`config.mk`:
```
export PLATFORM = sky130hd
export DESIGN_NAME = adc_clock_sample_timing
export DESIGN_NICKNAME = d
export VERILOG_FILES = /design/src/rtl/adc_timing_pkg.sv /design/src/rtl/conv_clock_gen.sv /design/src/rtl/sample_timer.sv /design/src/rtl/adc_clock_sample_timing.sv
export SDC_FILE = /design/constraint.sdc
export NUM_CORES = 1
export LEC_CHECK = 0
export ABC_AREA = 0
export BUFFER_PORTS_ARGS = -buffer_cell sky130_fd_sc_hd__buf_2
export CAP_MARGIN = 20
export CORE_ASPECT_RATIO = 0.6
export CORE_MARGIN = 1
export CORE_UTILIZATION = 40
export CTS_CLUSTER_DIAMETER = 60
export DETAILED_ROUTE_END_ITERATION = 10
export PLACE_DENSITY = 0.61
export SYNTH_ARGS = -nofsm -noshare
export SYNTH_HDL_FRONTEND = slang
export SYNTH_SLANG_ARGS = --single-unit
```
`constraint.sdc`:
```
create_clock -name clk -period 2.1 [get_ports clk]
set_clock_uncertainty 0.05 [all_clocks]
set_input_delay 0.21 -clock clk [delete_from_list [all_inputs] [get_ports clk]]
set_output_delay 0.21 -clock clk [all_outputs]
set_load 0.05 [all_outputs]
```
`src/rtl/adc_timing_pkg.sv`:
```
// Purpose: Shared constants and types for the converter clock and sample timing block.
// Assumes: 16-bit registers on a plain strobe port, 40 MHz instruction clock.
// Contract
// - Source select bit 15 set picks the internal RC oscillator as conversion clock.
// - Source select clear derives conversion clock from instruction clock via divider.
// - Bits 12..8 give auto-sample time in conversion clock periods, 0 to 31.
// - Bits 7..0 set conversion clock period; 00111111 gives 64 instruction cycles.
// - Each positive input select field picks the input numbered by its code.
package adc_timing_pkg;

  localparam logic [1:0] ADDR_TIMING_CONFIG   = 2'h0;
  localparam logic [1:0] ADDR_INPUT_MUX_SEL   = 2'h1;
  localparam logic [1:0] ADDR_CONV_STATUS     = 2'h2;

  localparam int SRC_SEL_BIT       = 15;
  localparam int SAMPLE_LSB        = 8;
  localparam int DIV_LSB           = 0;
  localparam int NEG_SECOND_BIT    = 15;
  localparam int POS_SECOND_LSB    = 8;
  localparam int NEG_FIRST_BIT     = 7;
  localparam int POS_FIRST_LSB     = 0;

  localparam logic [15:0] TIMING_WRITE_MASK = 16'h9FFF;
  localparam logic [15:0] MUX_WRITE_MASK    = 16'h9F9F;
  localparam logic [15:0] REG_RESET         = 16'h0000;
  localparam logic [7:0]  DIV_RESERVED_MIN  = 8'h40;

  // Internal RC oscillator stand-in: an enable every RC_DIV_CYCLES clocks.
  localparam int RC_DIV_CYCLES = 4;

  typedef struct packed {
    logic [1:0]  addr;
    logic [15:0] wdata;
    logic        wr;
    logic        rd;
  } bus_req_s;

  typedef struct packed {
    logic        src_rc;
    logic [4:0]  sample_time;
    logic [7:0]  divider;
  } timing_cfg_s;

  typedef struct packed {
    logic        neg_second;
    logic [4:0]  pos_second;
    logic        neg_first;
    logic [4:0]  pos_first;
  } mux_cfg_s;

endpackage

```
`src/rtl/conv_clock_gen.sv`:
```
// Purpose: Makes the conversion clock as a one-cycle enable pulse.
// Assumes: Single clock domain; the RC source is modelled by a fixed divider.
// Notes: Divider codes of 40h and above are saturated to keep the period bounded.
`timescale 1ns/1ps
`default_nettype none
module conv_clock_gen
  import adc_timing_pkg::*;
(
  input  wire logic       clk,
  input  wire logic       reset,
  input  wire logic       src_rc,
  input  wire logic [7:0] divider,
  output logic            tick
);

  typedef struct packed {
    logic [7:0] cyc_cnt;
    logic [7:0] rc_cnt;
    logic       tick;
  } state_s;

  state_s st;
  state_s next_st;
  logic [7:0] limit;

  always_comb begin
    next_st = st;
    next_st.tick = 1'b0;
    // Reserved codes would be software's fault; clamp rather than run away.
    limit = (divider >= DIV_RESERVED_MIN) ? (DIV_RESERVED_MIN - 8'h01) : divider;
    if (src_rc) begin
      next_st.cyc_cnt = 8'h00;
      if (st.rc_cnt == 8'(RC_DIV_CYCLES - 1)) begin
        next_st.rc_cnt = 8'h00;
        next_st.tick = 1'b1;
      end else begin
        next_st.rc_cnt = st.rc_cnt + 8'h01;
      end
    end else begin
      next_st.rc_cnt = 8'h00;
      if (st.cyc_cnt >= limit) begin
        next_st.cyc_cnt = 8'h00;
        next_st.tick = 1'b1;
      end else begin
        next_st.cyc_cnt = st.cyc_cnt + 8'h01;
      end
    end
  end

  always_ff @(posedge clk) begin
    if (reset) begin
      st <= '0;
    end else begin
      st <= next_st;
    end
  end

  assign tick = st.tick;

endmodule
`default_nettype wire

```
`src/rtl/sample_timer.sv`:
```
// Purpose: Counts the auto-sample window in conversion clock periods.
// Assumes: start is a one-cycle pulse; tick is the conversion clock enable.
// Notes: A zero sample time ends the window at once, with no sampling period.
`timescale 1ns/1ps
`default_nettype none
module sample_timer
  import adc_timing_pkg::*;
(
  input  wire logic       clk,
  input  wire logic       reset,
  input  wire logic       start,
  input  wire logic       tick,
  input  wire logic [4:0] sample_time,
  output logic            sampling,
  output logic            done
);

  typedef struct packed {
    logic [4:0] remain;
    logic       sampling;
    logic       done;
  } state_s;

  state_s st;
  state_s next_st;

  always_comb begin
    next_st = st;
    next_st.done = 1'b0;
    if (start) begin
      if (sample_time == 5'h00) begin
        next_st.sampling = 1'b0;
        next_st.done = 1'b1;
      end else begin
        next_st.sampling = 1'b1;
        next_st.remain = sample_time;
      end
    end else if (st.sampling && tick) begin
      if (st.remain == 5'h01) begin
        next_st.sampling = 1'b0;
        next_st.done = 1'b1;
      end
      next_st.remain = st.remain - 5'h01;
    end
  end

  always_ff @(posedge clk) begin
    if (reset) begin
      st <= '0;
    end else begin
      st <= next_st;
    end
  end

  assign sampling = st.sampling;
  assign done     = st.done;

endmodule
`default_nettype wire

```
`src/rtl/adc_clock_sample_timing.sv`:
```
// Purpose: Register file and top level for converter clock and sample timing.
// Assumes: Plain strobe port, read data valid the cycle after the read strobe.
// Notes: Status word shows the live sampling state and a sticky window-done flag.
`timescale 1ns/1ps
`default_nettype none
module adc_clock_sample_timing
  import adc_timing_pkg::*;
(
  input  wire logic        clk,
  input  wire logic        reset,
  input  wire logic [1:0]  addr,
  input  wire logic [15:0] wdata,
  input  wire logic        wr,
  input  wire logic        rd,
  input  wire logic        sample_start,
  input  wire logic        alt_select,
  output logic [15:0]      rdata,
  output logic             conv_clock_tick,
  output logic             sampling,
  output logic [4:0]       pos_input_sel,
  output logic             neg_input_sel
);

  typedef struct packed {
    timing_cfg_s tcfg;
    mux_cfg_s    mcfg;
    logic        done_seen;
    logic [15:0] rdata;
    logic        tick;
    logic        sampling;
    logic [4:0]  pos_sel;
    logic        neg_sel;
  } state_s;

  state_s   st;
  state_s   next_st;
  bus_req_s req;
  logic     tick_raw;
  logic     samp_raw;
  logic     done_raw;
  logic [15:0] tword;
  logic [15:0] mword;

  assign req = '{addr: addr, wdata: wdata, wr: wr, rd: rd};

  conv_clock_gen u_clk (
    .clk     (clk),
    .reset   (reset),
    .src_rc  (st.tcfg.src_rc),
    .divider (st.tcfg.divider),
    .tick    (tick_raw)
  );

  sample_timer u_samp (
    .clk         (clk),
    .reset       (reset),
    .start       (sample_start),
    .tick        (tick_raw),
    .sample_time (st.tcfg.sample_time),
    .sampling    (samp_raw),
    .done        (done_raw)
  );

  always_comb begin
    // Reserved bits 14..13 are never stored, so they always read back as zero.
    tword = {st.tcfg.src_rc, 2'b00, st.tcfg.sample_time, st.tcfg.divider};
    mword = {st.mcfg.neg_second, 2'b00, st.mcfg.pos_second,
             st.mcfg.neg_first, 2'b00, st.mcfg.pos_first};
    next_st = st;
    next_st.rdata = 16'h0000;
    if (req.wr) begin
      case (req.addr)
        ADDR_TIMING_CONFIG: begin
          next_st.tcfg.src_rc      = req.wdata[SRC_SEL_BIT];
          next_st.tcfg.sample_time = req.wdata[SAMPLE_LSB +: 5];
          next_st.tcfg.divider     = req.wdata[DIV_LSB +: 8];
        end
        ADDR_INPUT_MUX_SEL: begin
          next_st.mcfg.neg_second = req.wdata[NEG_SECOND_BIT];
          next_st.mcfg.pos_second = req.wdata[POS_SECOND_LSB +: 5];
          next_st.mcfg.neg_first  = req.wdata[NEG_FIRST_BIT];
          next_st.mcfg.pos_first  = req.wdata[POS_FIRST_LSB +: 5];
        end
        default: begin
        end
      endcase
    end
    // A window end in the same cycle as the clearing read keeps the flag set.
    if (req.rd && req.addr == ADDR_CONV_STATUS) begin
      next_st.done_seen = 1'b0;
    end
    if (done_raw) begin
      next_st.done_seen = 1'b1;
    end
    if (req.rd) begin
      case (req.addr)
        ADDR_TIMING_CONFIG: next_st.rdata = tword & TIMING_WRITE_MASK;
        ADDR_INPUT_MUX_SEL: next_st.rdata = mword & MUX_WRITE_MASK;
        ADDR_CONV_STATUS:   next_st.rdata = {14'h0000, st.done_seen, samp_raw};
        default:            next_st.rdata = 16'h0000;
      endcase
    end
    next_st.tick     = tick_raw;
    next_st.sampling = samp_raw;
    if (alt_select) begin
      next_st.pos_sel = st.mcfg.pos_second;
      next_st.neg_sel = st.mcfg.neg_second;
    end else begin
      next_st.pos_sel = st.mcfg.pos_first;
      next_st.neg_sel = st.mcfg.neg_first;
    end
  end

  always_ff @(posedge clk) begin
    if (reset) begin
      st <= '0;
    end else begin
      st <= next_st;
    end
  end

  assign rdata           = st.rdata;
  assign conv_clock_tick = st.tick;
  assign sampling        = st.sampling;
  assign pos_input_sel   = st.pos_sel;
  assign neg_input_sel   = st.neg_sel;

endmodule
`default_nettype wire

```
; ---- After elaboration in Yosys (flattened, before gate mapping)
; Cells that the tools add are included.
[totals]
ff_bits = 75
latchBits = 0
ramBits = 0
romBits = 0
in_bits = 24
output_inout_bits = 24
elab_cells = 59
mem_count = 0
[classes]
add_sub_neg = 3
mul = 0
div_mod_pow = 0
order_cmp = 2
n_eq_ne = 5
shifts = 0
mux = 14
bitwise_logic = 2
reduce_logical = 14
[ops]
columns = op, count
row1 = $pmux 16 s3, 1
row2 = $add 8x1->8 const B, 2
row3 = $mux 7, 2
row4 = $eq 8x2->1 const B, 1
row5 = $ge 8x7->1 const B, 1
row6 = $ge 8x8->1, 1
row7 = $mux 8, 1
row8 = $reduce_and 2->1, 4
row9 = $mux 1, 7
row10 = $mux 6, 1
row11 = $reduce_bool 2->1, 3
row12 = $reduce_or 3->1, 2
row13 = $eq 5x1->1 const B, 1
row14 = $logic_not 5->1, 1
row15 = $mux 5, 1
row16 = $sub 5x1->5 const B, 1
row17 = $eq 2x1->1 const B, 1
row18 = $eq 2x2->1 const B, 1
row19 = $logic_and 1x1->1, 2
row20 = $logic_not 2->1, 1
row21 = $mux 2, 1
row22 = $ne 2x2->1 const B, 1
row23 = $not 1->1, 2
row24 = $reduce_or 2->1, 1

; ---- Logic depth before layout (Yosys ltp)
; Gate-level depths: netlist of run 1.
[logic_depth]
ltp_word = 5
mapped_depth = 7
mapped_depth_nobuf = 7

; ---- Cells and area by module
; From an unflattened synthesis of run 1, not the netlist that was laid out.
[hier_totals]
cells_unflattened = 357
hier_area_um2 = 3255.6
[modules_own_cells]
columns = module, instances, cells_each, area_per_inst_um2, seq_area_each_um2
row1 = adc_clock_sample_timing, 1, 214, 1930.6, 980.9
row2 = conv_clock_gen, 1, 87, 834.6, 340.3
row3 = sample_timer, 1, 56, 490.5, 140.1

; ---- Worst setup path before layout of run 1
; No wires, ideal clock.
[synth_path]
kind = register -> register
from = register st[43] in the netlist's numbering
to = register u_clk.st[11] in the netlist's numbering
setup_time_ns = 0.065
t_arrival_ns = 1.687
t_required_ns = 1.985
setup_slack_ns = 0.299
path_stages_with_launch = 8
path_buffers = 0
period_less_slack_ns = 1.801
path_cell_list = dfxtp_1 -> or2_2 -> nor2_1 -> ha_1 -> a211oi_1 -> o21ai_0 -> a211o_1 -> nor2_1
[synth_via]
elab_chain_len = 4
[synth_rtl]
columns = element, line_no
row1 = "start, declared", adc_clock_sample_timing.sv:35  ; state_s st;
row2 = "start signal, assigned", adc_clock_sample_timing.sv:118  ; st <= next_st;
row3 = $ge 8x7->1, conv_clock_gen.sv:30  ; limit = (divider >= DIV_RESERVED_MIN) ? (DIV_RESERVED_MIN - 8'h01) : divider;
row4 = $mux 8 *, conv_clock_gen.sv:30
row5 = $ge 8x8->1 *, conv_clock_gen.sv:41  ; if (st.cyc_cnt >= limit) begin
row6 = $reduce_or 3->1 (no line) *, -
row7 = "end signal, assigned", conv_clock_gen.sv:54  ; st <= next_st;
row8 = "end, declared", conv_clock_gen.sv:22  ; state_s st;
; Every way passes the cells marked *; elsewhere a longest branch is shown, timed or not.
; A chain may end at the register's enable or synchronous reset.

; ---- Final worst setup path of run 1
[layout_path]
from = register st[43] in the netlist's numbering
to = register u_clk.st[16] in the netlist's numbering
; The elaborated chain is that of the path after synthesis.

==> impl_results.md, run 1 <==
* Commonest non-fill, non-tap cell in the layout: dfxtp_1
* Placed cell count at approximately 480
* Worst Setup Path Type: reg2reg
* Worst-Skew Late Latency at 0.33 ns
* I/O Buffers at 43
* Clock-pin slew on the worst setup and hold paths at 0.06 ns
* Status: complete, no violations
* Pwr Density at between 900 and 1000 mW/mm^2
* Multi-input logic area at around 0.0014 mm^2
* Initial antenna violation count at 0
* Clock root buffer: clkbuf_16
* Area grow syn2layout at 14.5%
* Max Clk Rate at between 500 and 600 MHz
* CTS H-tree lvls at 3
* Drt first pass iters at 4
* Vias at around 2,400
* RePlAce Congestion at between 0.8 and 0.9
* Final WL at 6870 um
* Initial DRC Count at between 150 and 200
* Yosys reg bits at between 70 and 80
* Starting Density at 0.424
* Max cap viols at 0
* Die Ht at a little over 70 um
* Drt via density at a little under 5
* Most frequent cells in the layout: dfxtp_1 (73), nand2_1 (52), nor2_1 (51)
* Leakage at ~1.5 nW
* Die area at 0.00826 mm^2
* Placement Setup Slack at 0.132 ns
* EDFF count, synth at 0
* CTS tree: yes
* WHS at roughly 0.072 ns
* Clock Path Buffers at 2
* Tightest Pin Transition at approximately 0.55 ns
* Largest net degree at the start of global routing at 42
* Worst-path fanout max at 7
* Core ar. at 0.00745 mm^2
* IO Count at between 40 and 50
* Synth Flop Type: dfxtp_1
* Final worst-path cycle share at 0.936
* Max Slew Vio Count at 0
* Arr. time, crit path at 2.19 ns
* Row cnt at 24
* Post-Route Utilization at 0.486
* Synthesized area at between 0.003 and 0.004 mm^2
* Final nets at 420
* Chip width at between 100 and 150 um
* Crit end category: flip-flop
* Number of hold violations in the final report at 0
* Global route overflow at 0
* FFs w/ async S/R, synth at 0
* Pwr Total at 3.32 mW
* Layout cell share with drive strength beyond 1 at 0.177
* Relative slew slack at 0.636
* Number of buffers created by CTS at 9
* Register area share after synthesis at 0.463
* Final min period at just under 2 ns
* Number of remaining DRC errors at 0
* Post-Synthesis Cells at around 360
* Non-Filler Instances at about 490
* Syn avg cell area at around 8.7 um^2
* Fillers at roughly 750
* Placement Cell Area at approximately 0.0033 mm^2
* Register area at about 0.0015 mm^2
* PnR worst setup slack at around 0.13 ns
* Post-route ant nets at 0
* Unique cell type count in the Yosys netlist at approximately 40
* Setup TNS at 0 ns
* CP Launch Type: flip-flop
* CTS Hold Buffers Added at 0
* CTS sink cnt at 73
* # diodes at 0
* Worst hold-check path type: in2reg
* Gr usage total at 0.180
* WL/cell at roughly 14 um
* Worst endpoint required time at about 2.3 ns
* Synth Warn # at 0
* Final Setup Violations at 0
* Maximum VDD drop at about 0.34 mV
* Vias in the first global route at between 2,000 and 2,500
* Final HPWL DP at approximately 5000 um
* First-pass GRT wire length at between 10,000 and 15,000 um
* RSZ-0062 raised after global routing: no
* Design Area, Final at roughly 0.0036 mm^2
==> report_power, final <==
| group | internal, mW | total (mW) | switching [mW] |
|---|---|---|---|
| Clock | 1.01 | 1.59 | 0.572 |
| Sequential | 1.43 | 1.47 | 0.0419 |
| Combinational | 0.0977 | 0.263 | 0.166 |
==> what timing repair did <==
| item | CTS | global route |
|---|---|---|
| endpoints found under the hold margin | 0 | 0 |
| resized for setup | 0 | 2 |
| setup endpoints to repair | 0 | 4 |
| buffers inserted | 0 | 0 |
==> final cells by class <==
type | instances | area share
Clock buffer | 12 | 0.0737
Multi-Input combinational cell | 248 | 0.400
Inverter | 6 | 0.00623
Tap cell | 104 | 0.0360
Clock inverter | 4 | 0.0138
Sequential cell | 73 | 0.404
Timing Repair Buffer | 46 | 0.0657
==> registers in the layout, indices dropped and copies added, names as in the netlist, 5 cells and up <==
| name | cells |
|---|---|
| mword | 12 |
| rdata | 14 |
| st | 15 |
| u_clk.st | 16 |
| pos_input_sel | 5 |
| u_samp.st | 5 |
==> final timing paths <==
check / end / cells past startpoint / start / slack, ns
max: u_clk.st[16]$_SDFF_PP0_ / 7 / st[43]$_SDFFE_PP0P_ / 0.13
min: st[42]$_SDFFE_PP0P_ / 3 / wdata[5] / 0.07
max reg2reg: u_clk.st[16]$_SDFF_PP0_ / 7 / st[43]$_SDFFE_PP0P_ / 0.13
min reg2reg: st[24]$_SDFFE_PP0P_ / 2 / u_samp.done$_SDFF_PP0_ / 0.41
==> critical path: stages (launching register included) <==
cell	delay, ns
dfxtp_1	0.32
or2_2	0.34
nor2_1	0.12
ha_1	0.25
a21oi_1	0.18
o21ai_0	0.13
a211o_2	0.39
nor2_1	0.12
==> Yosys cell counts (2+ instances only) <==
cell type / number / area [um^2]
o21ai_0: 5 / 25.0
a22oi_1: 3 / 22.5
xnor2_1: 6 / 52.6
or2_2: 2 / 12.5
xor2_1: 7 / 61.3
conb_1: 2 / 7.51
nor3b_1: 2 / 15.0
dfxtp_1: 73 / 1460
a21oi_1: 37 / 185
nand2_1: 52 / 195
inv_1: 6 / 22.5
buf_4: 21 / 158
ha_1: 12 / 150
and3_1: 3 / 18.8
a211oi_1: 2 / 15.0
mux2i_1: 19 / 190
nand3_1: 21 / 105
nor2b_1: 4 / 25.0
nor2_1: 51 / 191
clkbuf_1: 11 / 41.3
buf_2: 4 / 20.0
==> metal layers <==
metal	up-vias	global-route usage	part of all wire
met4	0	0.0759	0.015
li1	1228	-	-
met5	-	0	0
met1	1101	0.267	0.51
met2	75	0.234	0.39
met3	10	0.0600	0.093
==> cell families after synthesis <==
kind of cell | Yosys count | share of synthesized area
adders and majority gates | 12 | 0.0476
muxes | 19 | 0.0602
other | 2 | 0.00238
AOI/OAI and AO/OA | 55 | 0.105
and+or+nand+nor | 145 | 0.205
DFF | 73 | 0.463
xor gates and xnor gates | 13 | 0.0361
buffers and inverters | 44 | 0.0813
(Power assumes the default switching activity.)
==> run 2, diff against run 1 <==
--- a/config.mk
+++ b/config.mk
@@ -9,11 +9,11 @@
 export BUFFER_PORTS_ARGS = -buffer_cell sky130_fd_sc_hd__buf_2
 export CAP_MARGIN = 20
 export CORE_ASPECT_RATIO = 0.6
-export CORE_MARGIN = 1
-export CORE_UTILIZATION = 40
+export CORE_MARGIN = 5
+export CORE_UTILIZATION = 50
 export CTS_CLUSTER_DIAMETER = 60
 export DETAILED_ROUTE_END_ITERATION = 10
-export PLACE_DENSITY = 0.61
+export PLACE_DENSITY = 0.73
 export SYNTH_ARGS = -nofsm -noshare
 export SYNTH_HDL_FRONTEND = slang
 export SYNTH_SLANG_ARGS = --single-unit
==> impl_results.md, run 2 (synthesis gave the netlist of run 1 again) <==
* Status: complete, no violations
* I/O Buffers at between 40 and 50
* Layout cell share with drive strength beyond 1 at 0.180
* Final WL at roughly 6700 um
* Arr. time, crit path at between 2 and 2.5 ns
* Final HPWL DP at approximately 5000 um
* Die area at approximately 0.008 mm^2
* Pwr Density at between 800 and 900 mW/mm^2
* Maximum VDD drop at a little over 0.4 mV
* Hold depth at 3
* Commonest non-fill, non-tap cell in the layout: dfxtp_1
* # diodes at 0
* Setup crit start: u_clk.st[1]$_SDFF_PP0_
* Worst endpoint required time at 2.27 ns
* First-pass GRT wire length at roughly 11,000 um
* Reg2reg path depth at 5
* Number of remaining DRC errors at 0
* Post-route ant nets at 0
* Worst Setup Path Type: reg2reg
* Core ar. at slightly above 0.006 mm^2
* Final min period at between 1.5 and 2 ns
* Chip width at 113 um
* Initial antenna violation count at 0
* Worst-path fanout max at 8
* Global route overflow at 0
* Drt via density at between 5 and 6
* Placement Cell Area at 0.00327 mm^2
* Gr usage total at 0.167
* Leakage at between 1 and 1.5 nW
* Pwr Total at between 3 and 4 mW
* RSZ-0062 raised after global routing: no
* WL/cell at roughly 14 um
* Relative slew slack at 0.626
* Initial DRC Count at ~180
* Clock root buffer: clkbuf_8
* Most frequent cells in the layout: dfxtp_1 (73), nand2_1 (52), nor2_1 (50)
* Critical R2R Launch: u_clk.st[1]$_SDFF_PP0_
* Vias in the first global route at about 2,200
* Starting Density at 0.517
* Max reg flops at 16
* Clock-pin slew on the worst setup and hold paths at about 0.080 ns
* Reg-to-reg endpoint: u_clk.st[7]$_SDFF_PP0_
* Worst hold-check path type: in2reg
* Crit end category: flip-flop
* Vias at ~2,500
* Drt first pass iters at 4
* CTS sink cnt at 73
* CTS tree: yes
* Tightest Pin Transition at around 0.56 ns
* Final Setup Violations at 0
* Design Area, Final at about 0.0035 mm^2
* End of the critical path: u_clk.st[7]$_SDFF_PP0_
* Worst-Skew Late Latency at between 0.3 and 0.4 ns
* Die Ht at between 70 and 80 um
* Row cnt at 22
* Largest net degree at the start of global routing at 42
* Number of hold violations in the final report at 0
* CTS H-tree lvls at 3
* Number of buffers created by CTS at 9
* Area grow syn2layout at 12.4%
* Clock Path Buffers at 2
* Largest reg by FF count: u_clk.st
* Max Clk Rate at around 520 MHz
* FF-to-FF setup slack at 0.19 ns
* IO Count at 48
* Max Slew Vio Count at 0
* Max cap viols at 0
* Final worst-path cycle share at 0.909
* Setup TNS at 0 ns
* Final nets at 420
* RePlAce Congestion at about 0.86
* Fillers at 555
* CP Launch Type: flip-flop
[run 2: timing repair]
item / CTS / global route
gates resized for setup: 0 / 5
setup buffers: 0 / 0
hold buffers: 0 / 0
endpoints found under the setup margin: 0 / 7
[run 2: report_power, final]
group	total [mW]	leakage (nW)	internal, mW	switching, mW
combinational	0.269	0.742	0.101	0.168
clock	1.45	0.131	0.918	0.529
sequential	1.46	0.592	1.42	0.0385
total	3.18	1.47	2.44	0.736
[run 2: worst max-delay path: stages, from the launching register on]
cell and delay [ns]:
dfxtp_1 0.37, ha_1 0.24, or4b_1 0.46, o41ai_2 0.24, nand2b_1 0.34, nor2_1 0.09
[run 2: worst min-delay path by stage]
| stage | start | end |
|---|---|---|
| 5_1_grt | wdata[1] | st[38]$_SDFFE_PP0P_ |
| 3_3_place_gp | u_samp.done$_SDFF_PP0_ | st[24]$_SDFFE_PP0P_ |
| 6_report | wdata[15] | st[50]$_SDFFE_PP0P_ |
| 4_1_cts | wdata[5] | st[42]$_SDFFE_PP0P_ |
| 2_1_floorplan | wdata[0] | st[37]$_SDFFE_PP0P_ |
| 3_5_place_dp | u_samp.done$_SDFF_PP0_ | st[24]$_SDFFE_PP0P_ |
[run 2: routing by layer]
metal	vias up	global-route usage	routed length (um)
met4	0	0.0467	40
met3	6	0.0456	567
met2	89	0.225	2710
met5	-	0	0
met1	1124	0.256	3370
li1	1239	-	-
[run 2: final cells by class]
cell class / instances / area [um^2] / share of cell area
well taps: 84 / 105 / 0.0296
clock inverters: 6 / 138 / 0.0388
flip-flops and latches: 73 / 1460 / 0.412
multi-input cells: 248 / 1460 / 0.411
repair buffers: 46 / 238 / 0.0670
inverters: 6 / 22.5 / 0.00634
clock buffers: 10 / 128 / 0.0360
[run 2: per-stage QoR]
| step | utilization | cells | setup WS, ns | hold WS, ns |
|---|---|---|---|---|
| floorplan | - | 365 | 0.299 | 0.296 |
| global placement | 0.536 | 457 | 0.186 | 0.374 |
| detailed placement | 0.536 | 457 | 0.126 | 0.386 |
| CTS | 0.579 | 473 | 0.0554 | 0.0524 |
| global route | 0.581 | 473 | 0.0536 | 0.0583 |
| finish | 0.581 | 473 | 0.192 | 0.0623 |
==> run 3, diff against run 2 <==
--- a/config.mk
+++ b/config.mk
@@ -5,15 +5,14 @@
 export SDC_FILE = /design/constraint.sdc
 export NUM_CORES = 1
 export LEC_CHECK = 0
-export ABC_AREA = 0
+export ABC_AREA = 1
 export BUFFER_PORTS_ARGS = -buffer_cell sky130_fd_sc_hd__buf_2
-export CAP_MARGIN = 20
 export CORE_ASPECT_RATIO = 0.6
 export CORE_MARGIN = 5
 export CORE_UTILIZATION = 50
 export CTS_CLUSTER_DIAMETER = 60
 export DETAILED_ROUTE_END_ITERATION = 10
-export PLACE_DENSITY = 0.73
+export PLACE_DENSITY = 0.72
 export SYNTH_ARGS = -nofsm -noshare
 export SYNTH_HDL_FRONTEND = slang
 export SYNTH_SLANG_ARGS = --single-unit
==> impl_results.md, run 3 <==
* Most frequent cells in the layout: dfxtp_1 (73), nand2_1 (62), nor2_1 (61)
* Synth Flop Type: dfxtp_1
* Vias in the first global route at about 2,500
* Area grow syn2layout at 10.7%
* Clock power share at 0.399
* Worst-path fanout max at 8
* EDFF count, synth at 0
* Register area share after synthesis at 0.455
* Net Sw Frac at 0.267
* Drt first pass iters at 4
* Gr usage total at 0.182
* Area leader, netlist: dfxtp_1
* Die Ht at 72.1 um
* Gate power share at 0.113
* Layout cell share with drive strength beyond 1 at 0.173
* Largest reg by FF count: u_clk.st
* Final WL at 6950 um
* Placed cell count at 512
* FF-to-FF setup slack at ~0.26 ns
* Internal power at approximately 2.2 mW
* Design Area, Final at between 0.003 and 0.004 mm^2
* Setup TNS at 0 ns
* Clock Path Buffers at 2
* Max reg flops at 16
* Hold depth at 3
* FFs w/ async S/R, synth at 0
* RSZ-0062 raised after global routing: no
* Clock-pin slew on the worst setup and hold paths at about 0.08 ns
* Reg2reg path depth at 11
* Hold Startpoint: wdata[8]
* Post-route ant nets at 0
* Global route overflow at 0
* Number of hold violations in the final report at 0
* CTS tree: yes
* WL/cell at ~13 um
* Worst endpoint required time at ~2.3 ns
* Non-Filler Instances at 528
* Number of buffers created by CTS at 9
* # diodes at 0
* Most common cell in the netlist: dfxtp_1
* Leakage at ~1.5 nW
* Final worst-path cycle share at 0.877
* Synth Warn # at 0
* Initial DRC Count at 208
* Worst Setup Path Type: reg2reg
* First-pass GRT wire length at approximately 12,000 um
* Final Setup Violations at 0
* RePlAce Congestion at 0.869
* Clock root buffer: clkbuf_8
* Seq pwr share at 0.488
* Maximum VDD drop at approximately 0.53 mV
* Chip width at 114 um
* Vias at 2,608
* Core ar. at roughly 0.0062 mm^2
* Multi-input logic area at 0.00137 mm^2
* Pwr Density at approximately 850 mW/mm^2
* Drt via density at 4.94
* CTS sink cnt at 73
* Pwr Total at ~3.0 mW
* Fillers at 588
* Largest net degree at the start of global routing at 24
* Register area at 0.00146 mm^2
* I/O Buffers at 43
* Unique cell type count in the Yosys netlist at 31
* Critical R2R Launch: st[44]$_SDFFE_PP0P_
* Yosys reg bits at 73
* Starting Density at 0.521
* CTS H-tree lvls at 3
* Top post-synthesis cells by count: dfxtp_1 (73), nand2_1 (62), nor2_1 (61)
* Final nets at ~480
* Post-synth top area share at 0.455
* CP Launch Type: flip-flop
* Synthesized area at approximately 0.0032 mm^2
* Die area at roughly 0.008 mm^2
* Final min period at about 1.8 ns
* Final HPWL DP at 5090 um
* Max Slew Vio Count at 0
* Initial antenna violation count at 0
* Synth area leaders: dfxtp_1 (45%), nand2_1 (7.2%), nor2_1 (7.1%)
* Syn avg cell area at a little under 8 um^2
* Placement Cell Area at 0.00334 mm^2
* Hold Path End: st[45]$_SDFFE_PP0P_
* Reg-to-reg endpoint: u_clk.st[10]$_SDFF_PP0_
* Post-Synthesis Cells at slightly above 400
* Commonest non-fill, non-tap cell in the layout: dfxtp_1
* Crit end category: flip-flop
* IO Count at 48
* Status: complete, no violations
* Row cnt at 22
* Max cap viols at 0
* Psw at ~810 uW
* Max Clk Rate at 543 MHz
* Number of remaining DRC errors at 0
* Arr. time, crit path at approximately 2.1 ns
* Worst-Skew Late Latency at around 0.35 ns
* Worst hold-check path type: in2reg
==> run 3: cell count changes in the layout (fill, tap and decap cells not counted), sizes merged, moves of 3 or more <==
cell | before | now
inv | 8 | 43
o21ai | 5 | 28
mux2i | 19 | 0
nand2 | 52 | 65
nor2 | 51 | 63
a21oi | 37 | 44
nand4 | 0 | 5
nor2b | 4 | 0
and3 | 3 | 0
==> run 3: cell type report <==
type / instances / share of cell area
multi-input cells: 266 / 0.385
inverters: 42 / 0.0443
well taps: 84 / 0.0295
clock buffers: 9 / 0.0348
clock inverters: 7 / 0.0264
repair buffers: 47 / 0.0689
flip-flops and latches: 73 / 0.411
==> run 3: power by group through the flow <==
stage / clock (mW) / sequential, mW / combinational (mW)
after floorplan: 0 / 1.51 / 0.255
after global placement: 0 / 1.51 / 0.328
after detailed placement: 0 / 1.51 / 0.337
after CTS: 1.22 / 1.47 / 0.339
after global routing: 1.28 / 1.48 / 0.388
final: 1.21 / 1.48 / 0.342
==> run 3: through the flow <==
stage	util	hold slack [ns]	setup slack [ns]
2_1_floorplan	-	0.229	0.440
3_3_place_gp	0.541	0.380	0.252
3_5_place_dp	0.541	0.394	0.183
4_1_cts	0.576	0.0800	0.169
5_1_grt	0.577	0.0968	0.0624
6_report	0.577	0.0844	0.258
==> run 3: how the worst max path moves through the flow <==
stage / startpoint / endpoint / slack (ns) / depth (start not counted)
2_1_floorplan: st[43]$_SDFFE_PP0P_ / u_clk.st[10]$_SDFF_PP0_ / 0.44 / 11
3_3_place_gp: st[44]$_SDFFE_PP0P_ / u_clk.st[10]$_SDFF_PP0_ / 0.25 / 11
3_5_place_dp: st[44]$_SDFFE_PP0P_ / u_clk.st[10]$_SDFF_PP0_ / 0.18 / 11
4_1_cts: st[44]$_SDFFE_PP0P_ / u_clk.st[10]$_SDFF_PP0_ / 0.17 / 11
5_1_grt: st[44]$_SDFFE_PP0P_ / u_clk.st[15]$_SDFF_PP0_ / 0.06 / 11
6_report: st[44]$_SDFFE_PP0P_ / u_clk.st[10]$_SDFF_PP0_ / 0.26 / 11
==> run 3: kinds of logic (layout without fill, tap and decap cells) <==
group / Yosys count / in the layout / share of synthesized area
AO/OA/AOI/OAI: 78 / 78 / 0.129
adder cells (fa/ha/maj): 12 / 12 / 0.0467
buffers and inverters: 74 / 105 / 0.123
AND/OR/NAND/NOR: 162 / 162 / 0.217
other: 2 / 4 / 0.00234
XOR/XNOR: 10 / 10 / 0.0272
flip-flops: 73 / 73 / 0.455
==> run 3: worst max-delay path, stage by stage (launching register included) <==
cell,delay [ns]
dfxtp_1,0.33
nor2_1,0.09
inv_1,0.10
or2_2,0.29
ha_1,0.28
nand2_1,0.06
nand3_1,0.07
nand2_1,0.06
nand2_1,0.05
nand2_1,0.09
nand3_2,0.16
nor2_1,0.14
==> run 3: timing repair <==
action	in CTS	in global routing
buffers inserted	0	0
hold buffers	0	0
gates resized for setup	0	1
endpoints found under the setup margin	0	7
==> run 3: per-layer routing <==
metal / global-route usage / share of wire
met5: 0 / 0
met3: 0.0542 / 0.10
met1: 0.281 / 0.50
met4: 0.0600 / 0.012
met2: 0.235 / 0.38
